File: src/verilog/runtime_regs_pkg.sv
// shared constants and types for the runtime watchdog, indicator and management-interrupt bank
package runtime_regs_pkg;

    // ****************************************************************
    // register indices (byte address is four times the index)
    // ****************************************************************
    localparam logic [7:0] IDX_PORT_GROUP4_DATA = 8'h0f;
    localparam logic [7:0] IDX_PORT_GROUP5_DATA = 8'h10;
    localparam logic [7:0] IDX_WATCHDOG_UNITS_SELECT = 8'h11;
    localparam logic [7:0] IDX_WATCHDOG_TIMEOUT_VALUE = 8'h12;
    localparam logic [7:0] IDX_WATCHDOG_IRQ_CONFIG = 8'h13;
    localparam logic [7:0] IDX_WATCHDOG_CONTROL_STATUS = 8'h14;
    localparam logic [7:0] IDX_INDICATOR_ONE_CONTROL = 8'h15;
    localparam logic [7:0] IDX_INDICATOR_TWO_CONTROL = 8'h16;
    localparam logic [7:0] IDX_RESERVED_SLOT = 8'h17;
    localparam logic [7:0] IDX_MGMT_IRQ_STATUS_THREE = 8'h18;
    localparam logic [7:0] IDX_MGMT_IRQ_ENABLE_THREE = 8'h19;
    localparam logic [7:0] IDX_MGMT_IRQ_ENABLE_TWO = 8'h0b;

    // ****************************************************************
    // field positions and codes
    // ****************************************************************
    localparam int UNITS_SECONDS_BIT = 7;
    localparam int CTRL_STATUS_BIT = 0;
    localparam int CTRL_FORCE_BIT = 2;
    localparam int STS3_WDT_BIT = 0;
    localparam int ROUTE_ENABLE_BIT = 7;
    localparam logic [3:0] IRQ_MAP_DISABLE = 4'h0;
    localparam logic [3:0] IRQ_MAP_INVALID = 4'h2;
    localparam logic [7:0] REG_RESET = 8'h00;
    localparam logic [1:0] LED_OFF = 2'h0;
    localparam logic [1:0] LED_BLINK_FAST = 2'h1;
    localparam logic [1:0] LED_BLINK_SLOW = 2'h2;
    localparam logic [1:0] LED_ON = 2'h3;

    // ****************************************************************
    // timing
    // ****************************************************************
    localparam longint CLK_PERIOD_NS = 10;
    localparam longint HALF_SECOND_NS = 500000000;
    localparam longint HALF_SECOND_CYCLES = HALF_SECOND_NS / CLK_PERIOD_NS;
    localparam logic [5:0] SECONDS_PER_MINUTE_LAST = 6'h3b;
    localparam logic [1:0] HTRANS_NONSEQ = 2'h2;

    // ****************************************************************
    // carriers
    // ****************************************************************
    typedef struct packed {
        logic half_tick;
        logic sec_tick;
        logic [1:0] phase;
    } timebase_type;

    typedef struct packed {
        logic [1:0] code;
    } led_ctrl_type;

endpackage

File: src/verilog/blink_timebase.sv
// half-second reference tick, second tick and two-second blink phase
`timescale 1ns/10ps
module blink_timebase
    import runtime_regs_pkg::*;
#(
    parameter int HALF_CYCLES = int'(HALF_SECOND_CYCLES)
) (
    input wire logic hclk,
    input wire logic hresetn,
    output timebase_type tb
);

    typedef struct packed {
        logic [31:0] count;
        logic [1:0] phase;
        logic half_tick;
        logic sec_tick;
    } tb_state_type;

    tb_state_type s_q;
    tb_state_type s_d;

    // free-running divider; phase walks 0..3 once per two seconds
    always_comb begin
        s_d = s_q;
        s_d.half_tick = 1'b0;
        s_d.sec_tick = 1'b0;
        if (s_q.count == 32'(HALF_CYCLES - 1)) begin
            s_d.count = 32'h0;
            s_d.half_tick = 1'b1;
            s_d.phase = s_q.phase + 2'h1;
            s_d.sec_tick = s_q.phase[0];
        end else begin
            s_d.count = s_q.count + 32'h1;
        end
    end

    always_ff @(posedge hclk or negedge hresetn) begin
        if (!hresetn) begin
            s_q <= '0;
        end else begin
            s_q <= s_d;
        end
    end

    assign tb.half_tick = s_q.half_tick;
    assign tb.sec_tick = s_q.sec_tick;
    assign tb.phase = s_q.phase;

endmodule

File: src/verilog/indicator_driver.sv
// one indicator output: off, on, or one of two blink patterns
`timescale 1ns/10ps
module indicator_driver
    import runtime_regs_pkg::*;
(
    input wire logic hclk,
    input wire logic hresetn,
    input led_ctrl_type ctrl,
    input wire logic [1:0] phase,
    output logic led
);

    typedef struct packed {
        logic led;
    } led_state_type;

    led_state_type s_q;
    led_state_type s_d;

    // fast blink: on in phases 0 and 2; slow blink: on in phase 0 only
    always_comb begin
        s_d = s_q;
        case (ctrl.code)
            LED_OFF: s_d.led = 1'b0;
            LED_BLINK_FAST: s_d.led = ~phase[0];
            LED_BLINK_SLOW: s_d.led = (phase == 2'h0);
            LED_ON: s_d.led = 1'b1;
            default: s_d.led = 1'b0;
        endcase
    end

    always_ff @(posedge hclk or negedge hresetn) begin
        if (!hresetn) begin
            s_q <= '0;
        end else begin
            s_q <= s_d;
        end
    end

    assign led = s_q.led;

endmodule

File: src/verilog/runtime_wdt_led_smi_regs.sv
// runtime register bank: port data, watchdog, indicators, management interrupt
// Function
// - port group four data register, zero reset
// - port group five data register, zero reset
// - units bit selects minutes or seconds
// - zero timeout value disables the watchdog
// - nonzero value is binary count 1..255
// - config nibble maps timeout to request line
// - status bit reads one after timeout
// - force bit causes immediate timeout, self-clears
// - status held zero while value zero
// - watchdog registers clear on every reset
// - indicator code 00 off, 11 on
// - code 01 blinks 0.5s on 0.5s off
// - code 10 blinks 0.5s on 1.5s off
// - second indicator same coding, own output
// - status three: watchdog, serial3, serial4 bits
// - watchdog status bit clears on write one
// - enable three gates sources onto group interrupt
// - route enable passes group interrupt to pin
// - reserved bits and slot read zero
//
// The AHB-Lite slave port was decided locally.
`timescale 1ns/10ps
module runtime_wdt_led_smi_regs
    import runtime_regs_pkg::*;
#(
    parameter int HALF_CYCLES = int'(HALF_SECOND_CYCLES)
) (
    input wire logic hclk,
    input wire logic hresetn,
    input wire logic main_or_hard_reset_n,
    input wire logic hsel,
    input wire logic [31:0] haddr,
    input wire logic [1:0] htrans,
    input wire logic hwrite,
    input wire logic [2:0] hsize,
    input wire logic [31:0] hwdata,
    input wire logic hready,
    output logic hreadyout,
    output logic hresp,
    output logic [31:0] hrdata,
    input wire logic serial3_interrupt,
    input wire logic serial4_interrupt,
    output logic [7:0] port_group4_data,
    output logic [7:0] port_group5_data,
    output logic indicator_one,
    output logic indicator_two,
    output logic [15:0] watchdog_irq_lines,
    output logic mgmt_interrupt_pin_n
);

    // ****************************************************************
    // state
    // ****************************************************************
    typedef struct packed {
        logic [7:0] grp4;
        logic [7:0] grp5;
        logic [7:0] units;
        logic [7:0] value;
        logic [7:0] cfg;
        logic wdt_sts;
        logic [1:0] ind1_code;
        logic [1:0] ind2_code;
        logic smi_wdt;
        logic [2:0] smi_en;
        logic route;
        logic [7:0] count;
        logic [5:0] sec_in_min;
        logic wr_pend;
        logic [7:0] widx;
        logic [31:0] rdata;
        logic [1:0] rst_sync;
        logic [1:0] u3_sync;
        logic [1:0] u4_sync;
        logic pin_n;
        logic [15:0] irq;
    } state_type;

    state_type s_q;
    state_type s_d;
    timebase_type tb;
    logic addr_ok;
    logic take;
    logic [7:0] aidx;
    logic [7:0] wd;
    logic unit_tick;
    logic expire;
    logic [2:0] sts3;
    logic [7:0] rd_val;

    // ****************************************************************
    // time base and indicators
    // ****************************************************************
    blink_timebase #(
        .HALF_CYCLES(HALF_CYCLES)
    ) u_timebase (
        .hclk(hclk),
        .hresetn(hresetn),
        .tb(tb)
    );

    indicator_driver u_led_one (
        .hclk(hclk),
        .hresetn(hresetn),
        .ctrl(led_ctrl_type'(s_q.ind1_code)),
        .phase(tb.phase),
        .led(indicator_one)
    );

    indicator_driver u_led_two (
        .hclk(hclk),
        .hresetn(hresetn),
        .ctrl(led_ctrl_type'(s_q.ind2_code)),
        .phase(tb.phase),
        .led(indicator_two)
    );

    // ****************************************************************
    // bus decode
    // ****************************************************************
    // only word-aligned addresses below the map's top decode; anything else reads zero
    assign aidx = haddr[9:2];
    assign addr_ok = (haddr[31:10] == 22'h0) && (haddr[1:0] == 2'h0);
    assign take = hsel && hready && (htrans == HTRANS_NONSEQ);
    assign wd = hwdata[7:0];

    // status three view: serial bits follow their sources, cleared there
    // status bit layout
    assign sts3 = {s_q.u4_sync[1], s_q.u3_sync[1], s_q.smi_wdt};

    // read value, sampled in the address phase so hrdata comes from a flop
    always_comb begin
        rd_val = 8'h00;
        case (aidx)
            IDX_PORT_GROUP4_DATA: rd_val = s_q.grp4;
            IDX_PORT_GROUP5_DATA: rd_val = s_q.grp5;
            IDX_WATCHDOG_UNITS_SELECT: rd_val = s_q.units;
            IDX_WATCHDOG_TIMEOUT_VALUE: rd_val = s_q.value;
            IDX_WATCHDOG_IRQ_CONFIG: rd_val = s_q.cfg;
            // status in bit 0, force bit never reads back
            IDX_WATCHDOG_CONTROL_STATUS: rd_val = {7'h00, s_q.wdt_sts};
            IDX_INDICATOR_ONE_CONTROL: rd_val = {6'h00, s_q.ind1_code};
            IDX_INDICATOR_TWO_CONTROL: rd_val = {6'h00, s_q.ind2_code};
            IDX_MGMT_IRQ_STATUS_THREE: rd_val = {5'h00, sts3};
            IDX_MGMT_IRQ_ENABLE_THREE: rd_val = {5'h00, s_q.smi_en};
            IDX_MGMT_IRQ_ENABLE_TWO: rd_val = {s_q.route, 7'h00};
            // reserved slot and unmapped read zero
            default: rd_val = 8'h00;
        endcase
    end

    // ****************************************************************
    // next state
    // ****************************************************************
    always_comb begin
        s_d = s_q;
        unit_tick = 1'b0;
        expire = 1'b0;
        // pins from outside the clock domain pass two flops first
        s_d.rst_sync = {s_q.rst_sync[0], main_or_hard_reset_n};
        s_d.u3_sync = {s_q.u3_sync[0], serial3_interrupt};
        s_d.u4_sync = {s_q.u4_sync[0], serial4_interrupt};

        // address phase: latch write intent and the read word
        s_d.wr_pend = take && hwrite && addr_ok;
        s_d.widx = aidx;
        if (take && !hwrite) begin
            s_d.rdata = addr_ok ? {24'h0, rd_val} : 32'h0;
        end

        // minute prescaler counts whole seconds
        if (tb.sec_tick) begin
            if (s_q.sec_in_min == SECONDS_PER_MINUTE_LAST) begin
                s_d.sec_in_min = 6'h0;
            end else begin
                s_d.sec_in_min = s_q.sec_in_min + 6'h1;
            end
        end
        // units select picks the decrement base
        if (s_q.units[UNITS_SECONDS_BIT]) begin
            unit_tick = tb.sec_tick;
        end else begin
            unit_tick = tb.sec_tick && (s_q.sec_in_min == SECONDS_PER_MINUTE_LAST);
        end

        // count down while running, timeout on the last unit
        if (unit_tick && !s_q.wdt_sts && s_q.count != 8'h00) begin
            s_d.count = s_q.count - 8'h01;
            if (s_q.count == 8'h01) begin
                expire = 1'b1;
            end
        end

        // data phase: apply the write
        if (s_q.wr_pend) begin
            case (s_q.widx)
                IDX_PORT_GROUP4_DATA: s_d.grp4 = wd;
                IDX_PORT_GROUP5_DATA: s_d.grp5 = wd;
                IDX_WATCHDOG_UNITS_SELECT: s_d.units = {wd[UNITS_SECONDS_BIT], 7'h00};
                IDX_WATCHDOG_TIMEOUT_VALUE: begin
                    s_d.value = wd;
                    if (wd != 8'h00) begin
                        s_d.count = wd;
                        s_d.wdt_sts = 1'b0;
                        s_d.sec_in_min = 6'h0;
                        expire = 1'b0;
                    end
                end
                IDX_WATCHDOG_IRQ_CONFIG: s_d.cfg = {wd[7:4], 4'h0};
                IDX_WATCHDOG_CONTROL_STATUS: begin
                    s_d.wdt_sts = wd[CTRL_STATUS_BIT];
                    // force bit is an event, never stored
                    if (wd[CTRL_FORCE_BIT]) begin
                        expire = 1'b1;
                    end
                end
                // only the two-bit field is kept
                IDX_INDICATOR_ONE_CONTROL: s_d.ind1_code = wd[1:0];
                IDX_INDICATOR_TWO_CONTROL: s_d.ind2_code = wd[1:0];
                // write one clears, zero leaves it
                IDX_MGMT_IRQ_STATUS_THREE: begin
                    if (wd[STS3_WDT_BIT]) begin
                        s_d.smi_wdt = 1'b0;
                    end
                end
                IDX_MGMT_IRQ_ENABLE_THREE: s_d.smi_en = wd[2:0];
                IDX_MGMT_IRQ_ENABLE_TWO: s_d.route = wd[ROUTE_ENABLE_BIT];
                default: s_d.smi_en = s_d.smi_en;
            endcase
        end

        // a zero value never times out
        if (s_d.value == 8'h00) begin
            expire = 1'b0;
            s_d.wdt_sts = 1'b0;
            s_d.count = 8'h00;
        end
        // timeout sets both status bits; set beats a same-cycle clear
        if (expire) begin
            s_d.wdt_sts = 1'b1;
            s_d.smi_wdt = 1'b1;
        end

        // main-supply or hard reset clears the watchdog registers
        if (!s_q.rst_sync[1]) begin
            s_d.units = REG_RESET;
            s_d.value = REG_RESET;
            s_d.cfg = REG_RESET;
            s_d.wdt_sts = 1'b0;
            s_d.count = 8'h00;
            s_d.sec_in_min = 6'h0;
        end

        // mapped request line follows the status; 0000 and 0010 drive nothing
        s_d.irq = 16'h0000;
        if (s_q.wdt_sts && s_q.cfg[7:4] != IRQ_MAP_DISABLE
            && s_q.cfg[7:4] != IRQ_MAP_INVALID) begin
            s_d.irq[s_q.cfg[7:4]] = 1'b1;
        end

        // enabled sources form the group interrupt
        // it reaches the pin only with routing enabled
        s_d.pin_n = ~(s_q.route && ((sts3 & s_q.smi_en) != 3'h0));
    end

    // one register stage for everything; aux-supply reset clears it all except pin_n, which resets high
    always_ff @(posedge hclk or negedge hresetn) begin
        if (!hresetn) begin
            s_q <= '0;
            s_q.pin_n <= 1'b1;
        end else begin
            s_q <= s_d;
        end
    end

    // ****************************************************************
    // outputs
    // ****************************************************************
    // zero-wait slave: the bus never stalls and never errors
    assign hreadyout = 1'b1;
    assign hresp = 1'b0;
    assign hrdata = s_q.rdata;
    assign port_group4_data = s_q.grp4;
    assign port_group5_data = s_q.grp5;
    assign watchdog_irq_lines = s_q.irq;
    assign mgmt_interrupt_pin_n = s_q.pin_n;
endmodule

File: config.mk
export PLATFORM = sky130hd
export DESIGN_NAME = runtime_wdt_led_smi_regs
export DESIGN_NICKNAME = d
export VERILOG_FILES = /design/src/verilog/runtime_regs_pkg.sv /design/src/verilog/blink_timebase.sv /design/src/verilog/indicator_driver.sv /design/src/verilog/runtime_wdt_led_smi_regs.sv
export SDC_FILE = /design/constraint.sdc
export NUM_CORES = 1
export LEC_CHECK = 0
export ABC_AREA = 1
export CAP_MARGIN = 40
export CELL_PAD_IN_SITES_DETAIL_PLACEMENT = 0
export CELL_PAD_IN_SITES_GLOBAL_PLACEMENT = 1
export CORE_AREA = 5 5 153 111
export DETAILED_ROUTE_END_ITERATION = 16
export DIE_AREA = 0 0 158 116
export DONT_BUFFER_PORTS = 1
export PLACE_DENSITY_LB_ADDON = 0.08
export SLEW_MARGIN = 20
export SYNTH_ARGS = -nofsm -noshare
export SYNTH_HDL_FRONTEND = slang
export SYNTH_SLANG_ARGS = --single-unit
File: constraint.sdc
create_clock -name hclk -period 2 [get_ports hclk]
set_input_delay 0.2 -clock hclk [delete_from_list [all_inputs] [get_ports hclk]]
set_output_delay 0.2 -clock hclk [all_outputs]
set_load 0.02 [all_outputs]
==> flow_summary.ini <==
[placed_design]
dp_hpwl_um = 14600
portBuffers = 0
globalplace.congestion = 0.864

[floorplan]
start_util = 0.465
die_y_um = 116
num_rows = 38
ioPinCount = 146
core_mm2 = 0.0153
die_w_um = 158
dieArea_mm2 = 0.0183

[detailed_routing]
routed_via_density = 5.11
route.detailed.drc = 0
firstDrtPassIters = 5
drt-total-wl_um = 19300
wl_per_cell_um = 17.3
antenna_left = 0
vias = 5708
drt_iter0_drc = 483

[logic_synthesis]
synth_warnings = 0
ys_ff_latch = 130
netlist_area_mm2 = 0.00709
synth_cell_type_count = 47
async_reset_ff_frac = 1.00
synth_edf_count = 0
ys.flop_type = dfrtp_1
synth_cells = 882
syn_area_per_cell_um2 = 8.04
ys_seq_area_frac = 0.459

[setup_path]
rr_worst_depth = 7
crit_chain = nand2_1 > nor3_1 > nand2_1 > nor3_1 > buf_4 > xor2_1 > nor2_1
path_class = reg -> reg
critPathArrivalTime_ps = 2180
reg2reg_from = u_timebase.s_q[26]$_DFF_PN0_
end_kind = flop
slowest_delay_ps = 410
critPathSlowestCell = dfrtp_1
worst-path-max-fanout = 4
critPathLaunchType = flop
reg2reg_slack_ps = 120
crit_required_ps = 2300
r2r_end = u_timebase.s_q[27]$_DFF_PN0_

[flow_run]
maxCapViolCount = 0

[timing]
rsz0062_at_grt = no
drv_slew = 0
holdWs_ps = -517
fin_crit_sh = 0.939
period_minus_slack_ps = 1880
fin_skew_ps = 7.35
fin_setup_tns_ps = 0
hold_viol_final = 130
setup_violations = 0
fmax_ghz = 0.532

[power]
vdd_drop_max_v = 0.000509
p_leak_nw = 3.92
p_per_area_mw_per_mm2 = 759

[finish]
most-common-layout-cells = 183 x nand2_1, 129 x dfrtp_1, 118 x inv_1
insertedDiodeCount = 0
nets = 986
final_common_cell = nand2_1
synthToLayoutAreaGrowth_pct = 12.3
drive_gt1_frac = 0.117

[clock_network]
tritoncts = yes
clock_sinks = 130
cts_setup_buffers = 0
clock_latency_ps = 420
cts_buffer_depth = 2
htree_levels = 4
cts-root-buf = clkbuf_16
cts-buffers-inserted = 17
cts_hold_buffers = 17
path_clk_slew_ps = 60

[run_status]
violations = hold timing
outcome = complete, but fails checks

[global_route]
overflow = 0
grt_util_all_layers = 0.216
grt_start_max_net_pins = 131
antenna_found_initial = 0
grt_pass1_vias = 5440
grt_pass1_wl_um = 30000

[worst_hold_path]
min_path_type = in -> async
where the power goes:
group          switching [W]  internal, W
clock                0.00124      0.00197
combinational       0.000121    0.0000470
sequential         0.0000156      0.00265
total                0.00138      0.00467
timing repair:
| action | in CTS | in global routing |
|---|---|---|
| setup endpoints to repair | 0 | 21 |
| resized for setup | 0 | 8 |
| hold endpoints to repair | 148 | 130 |
worst max-delay path: cells and delay by family (launching register included):
family	cells	cell delay, ps
XOR/XNOR	1	130
buffers and inverters	1	180
flip-flops	1	410
AND/OR/NAND/NOR	5	1040
final cells by class:
class | instances | area [um^2]
Fill cell | 1479 | 7300
Clock inverter | 15 | 184
Sequential cell | 130 | 3250
Timing Repair Buffer | 47 | 395
Multi-Input combinational cell | 586 | 3000
Tap cell | 200 | 250
Clock buffer | 17 | 425
Inverter | 121 | 454
flip-flops by register name (all words and copies together), names as in the netlist, 3 cells and up:
name and count:
port_group5_data 8, u_timebase.tb 3, u_timebase.s_q 32, port_group4_data 8, s_d 3, s_q 49, hrdata 8, watchdog_irq_lines 16
kinds of logic (layout without fill, tap and decap cells):
kind of cell	after synthesis	count (layout)	synth area share
and+or+nand+nor	451	451	0.298
buffers and inverters	192	200	0.137
DFF	130	130	0.459
AOI/OAI and AO/OA	71	71	0.0577
xor gates and xnor gates	30	30	0.0371
adders and majority gates	6	6	0.0106
other	2	28	0.00106
metal layers:
| metal | vias up | global-route usage | part of all wire |
|---|---|---|---|
| li1 | 2775 | - | - |
| met1 | 2686 | 0.354 | 0.52 |
| met2 | 239 | 0.276 | 0.37 |
| met3 | 8 | 0.0649 | 0.10 |
| met4 | 0 | 0.0432 | 0.0055 |
| met5 | - | 0 | 0 |
worst max-delay path by stage:
| stage | start | to | slack (ps) |
|---|---|---|---|
| global route | u_timebase.s_q[26]$_DFF_PN0_ | u_timebase.s_q[27]$_DFF_PN0_ | 6 |
| CTS | s_q[60]$_DFF_PN0_ | s_q[73]$_DFF_PN0_ | 60 |
| finish | u_timebase.s_q[26]$_DFF_PN0_ | u_timebase.s_q[27]$_DFF_PN0_ | 120 |
| global placement | u_timebase.s_q[23]$_DFF_PN0_ | u_timebase.s_q[27]$_DFF_PN0_ | 90 |
| detailed placement | s_q[60]$_DFF_PN0_ | s_q[71]$_DFF_PN0_ | 90 |
| floorplan | u_timebase.s_q[4]$_DFF_PN0_ | u_timebase.s_q[20]$_DFF_PN0_ | 360 |
stage by stage:
stage / std cells / power (W) / cell area [um^2] / utilization / worst slack, ps
after CTS: 1116 / 0.00609 / 7930 / 0.519 / 56.6
after detailed placement: 1067 / 0.00284 / 7150 / 0.468 / 85.4
after global placement: 1067 / 0.00284 / 7150 / 0.468 / 92.0
after floorplan: 908 / 0.00285 / 7190 / - / 355
after global routing: 1116 / 0.00624 / 7960 / 0.522 / 5.75
final: 1116 / 0.00605 / 7960 / 0.522 / 122
cell usage after synthesis, types with 4 or more instances:
| cell | n | area share |
|---|---|---|
| buf_4 | 66 | 0.070 |
| a21oi_1 | 13 | 0.0092 |
| nor3_2 | 4 | 0.0056 |
| dfrtp_1 | 129 | 0.46 |
| or2_2 | 5 | 0.0044 |
| o21ai_0 | 41 | 0.029 |
| nand2_2 | 5 | 0.0044 |
| nand2_1 | 183 | 0.097 |
| nand3_1 | 46 | 0.032 |
| nand3_2 | 4 | 0.0056 |
| xor2_1 | 26 | 0.032 |
| nor3_1 | 29 | 0.020 |
| nor2_2 | 5 | 0.0044 |
| nand4_1 | 27 | 0.024 |
| xnor2_1 | 4 | 0.0049 |
| ha_1 | 6 | 0.011 |
| nor3b_1 | 4 | 0.0042 |
| nor4_1 | 8 | 0.0071 |
| o22ai_1 | 6 | 0.0053 |
| nor2_1 | 117 | 0.062 |
| inv_1 | 118 | 0.062 |
No activity file was read; power rests on OpenSTA's default activity.
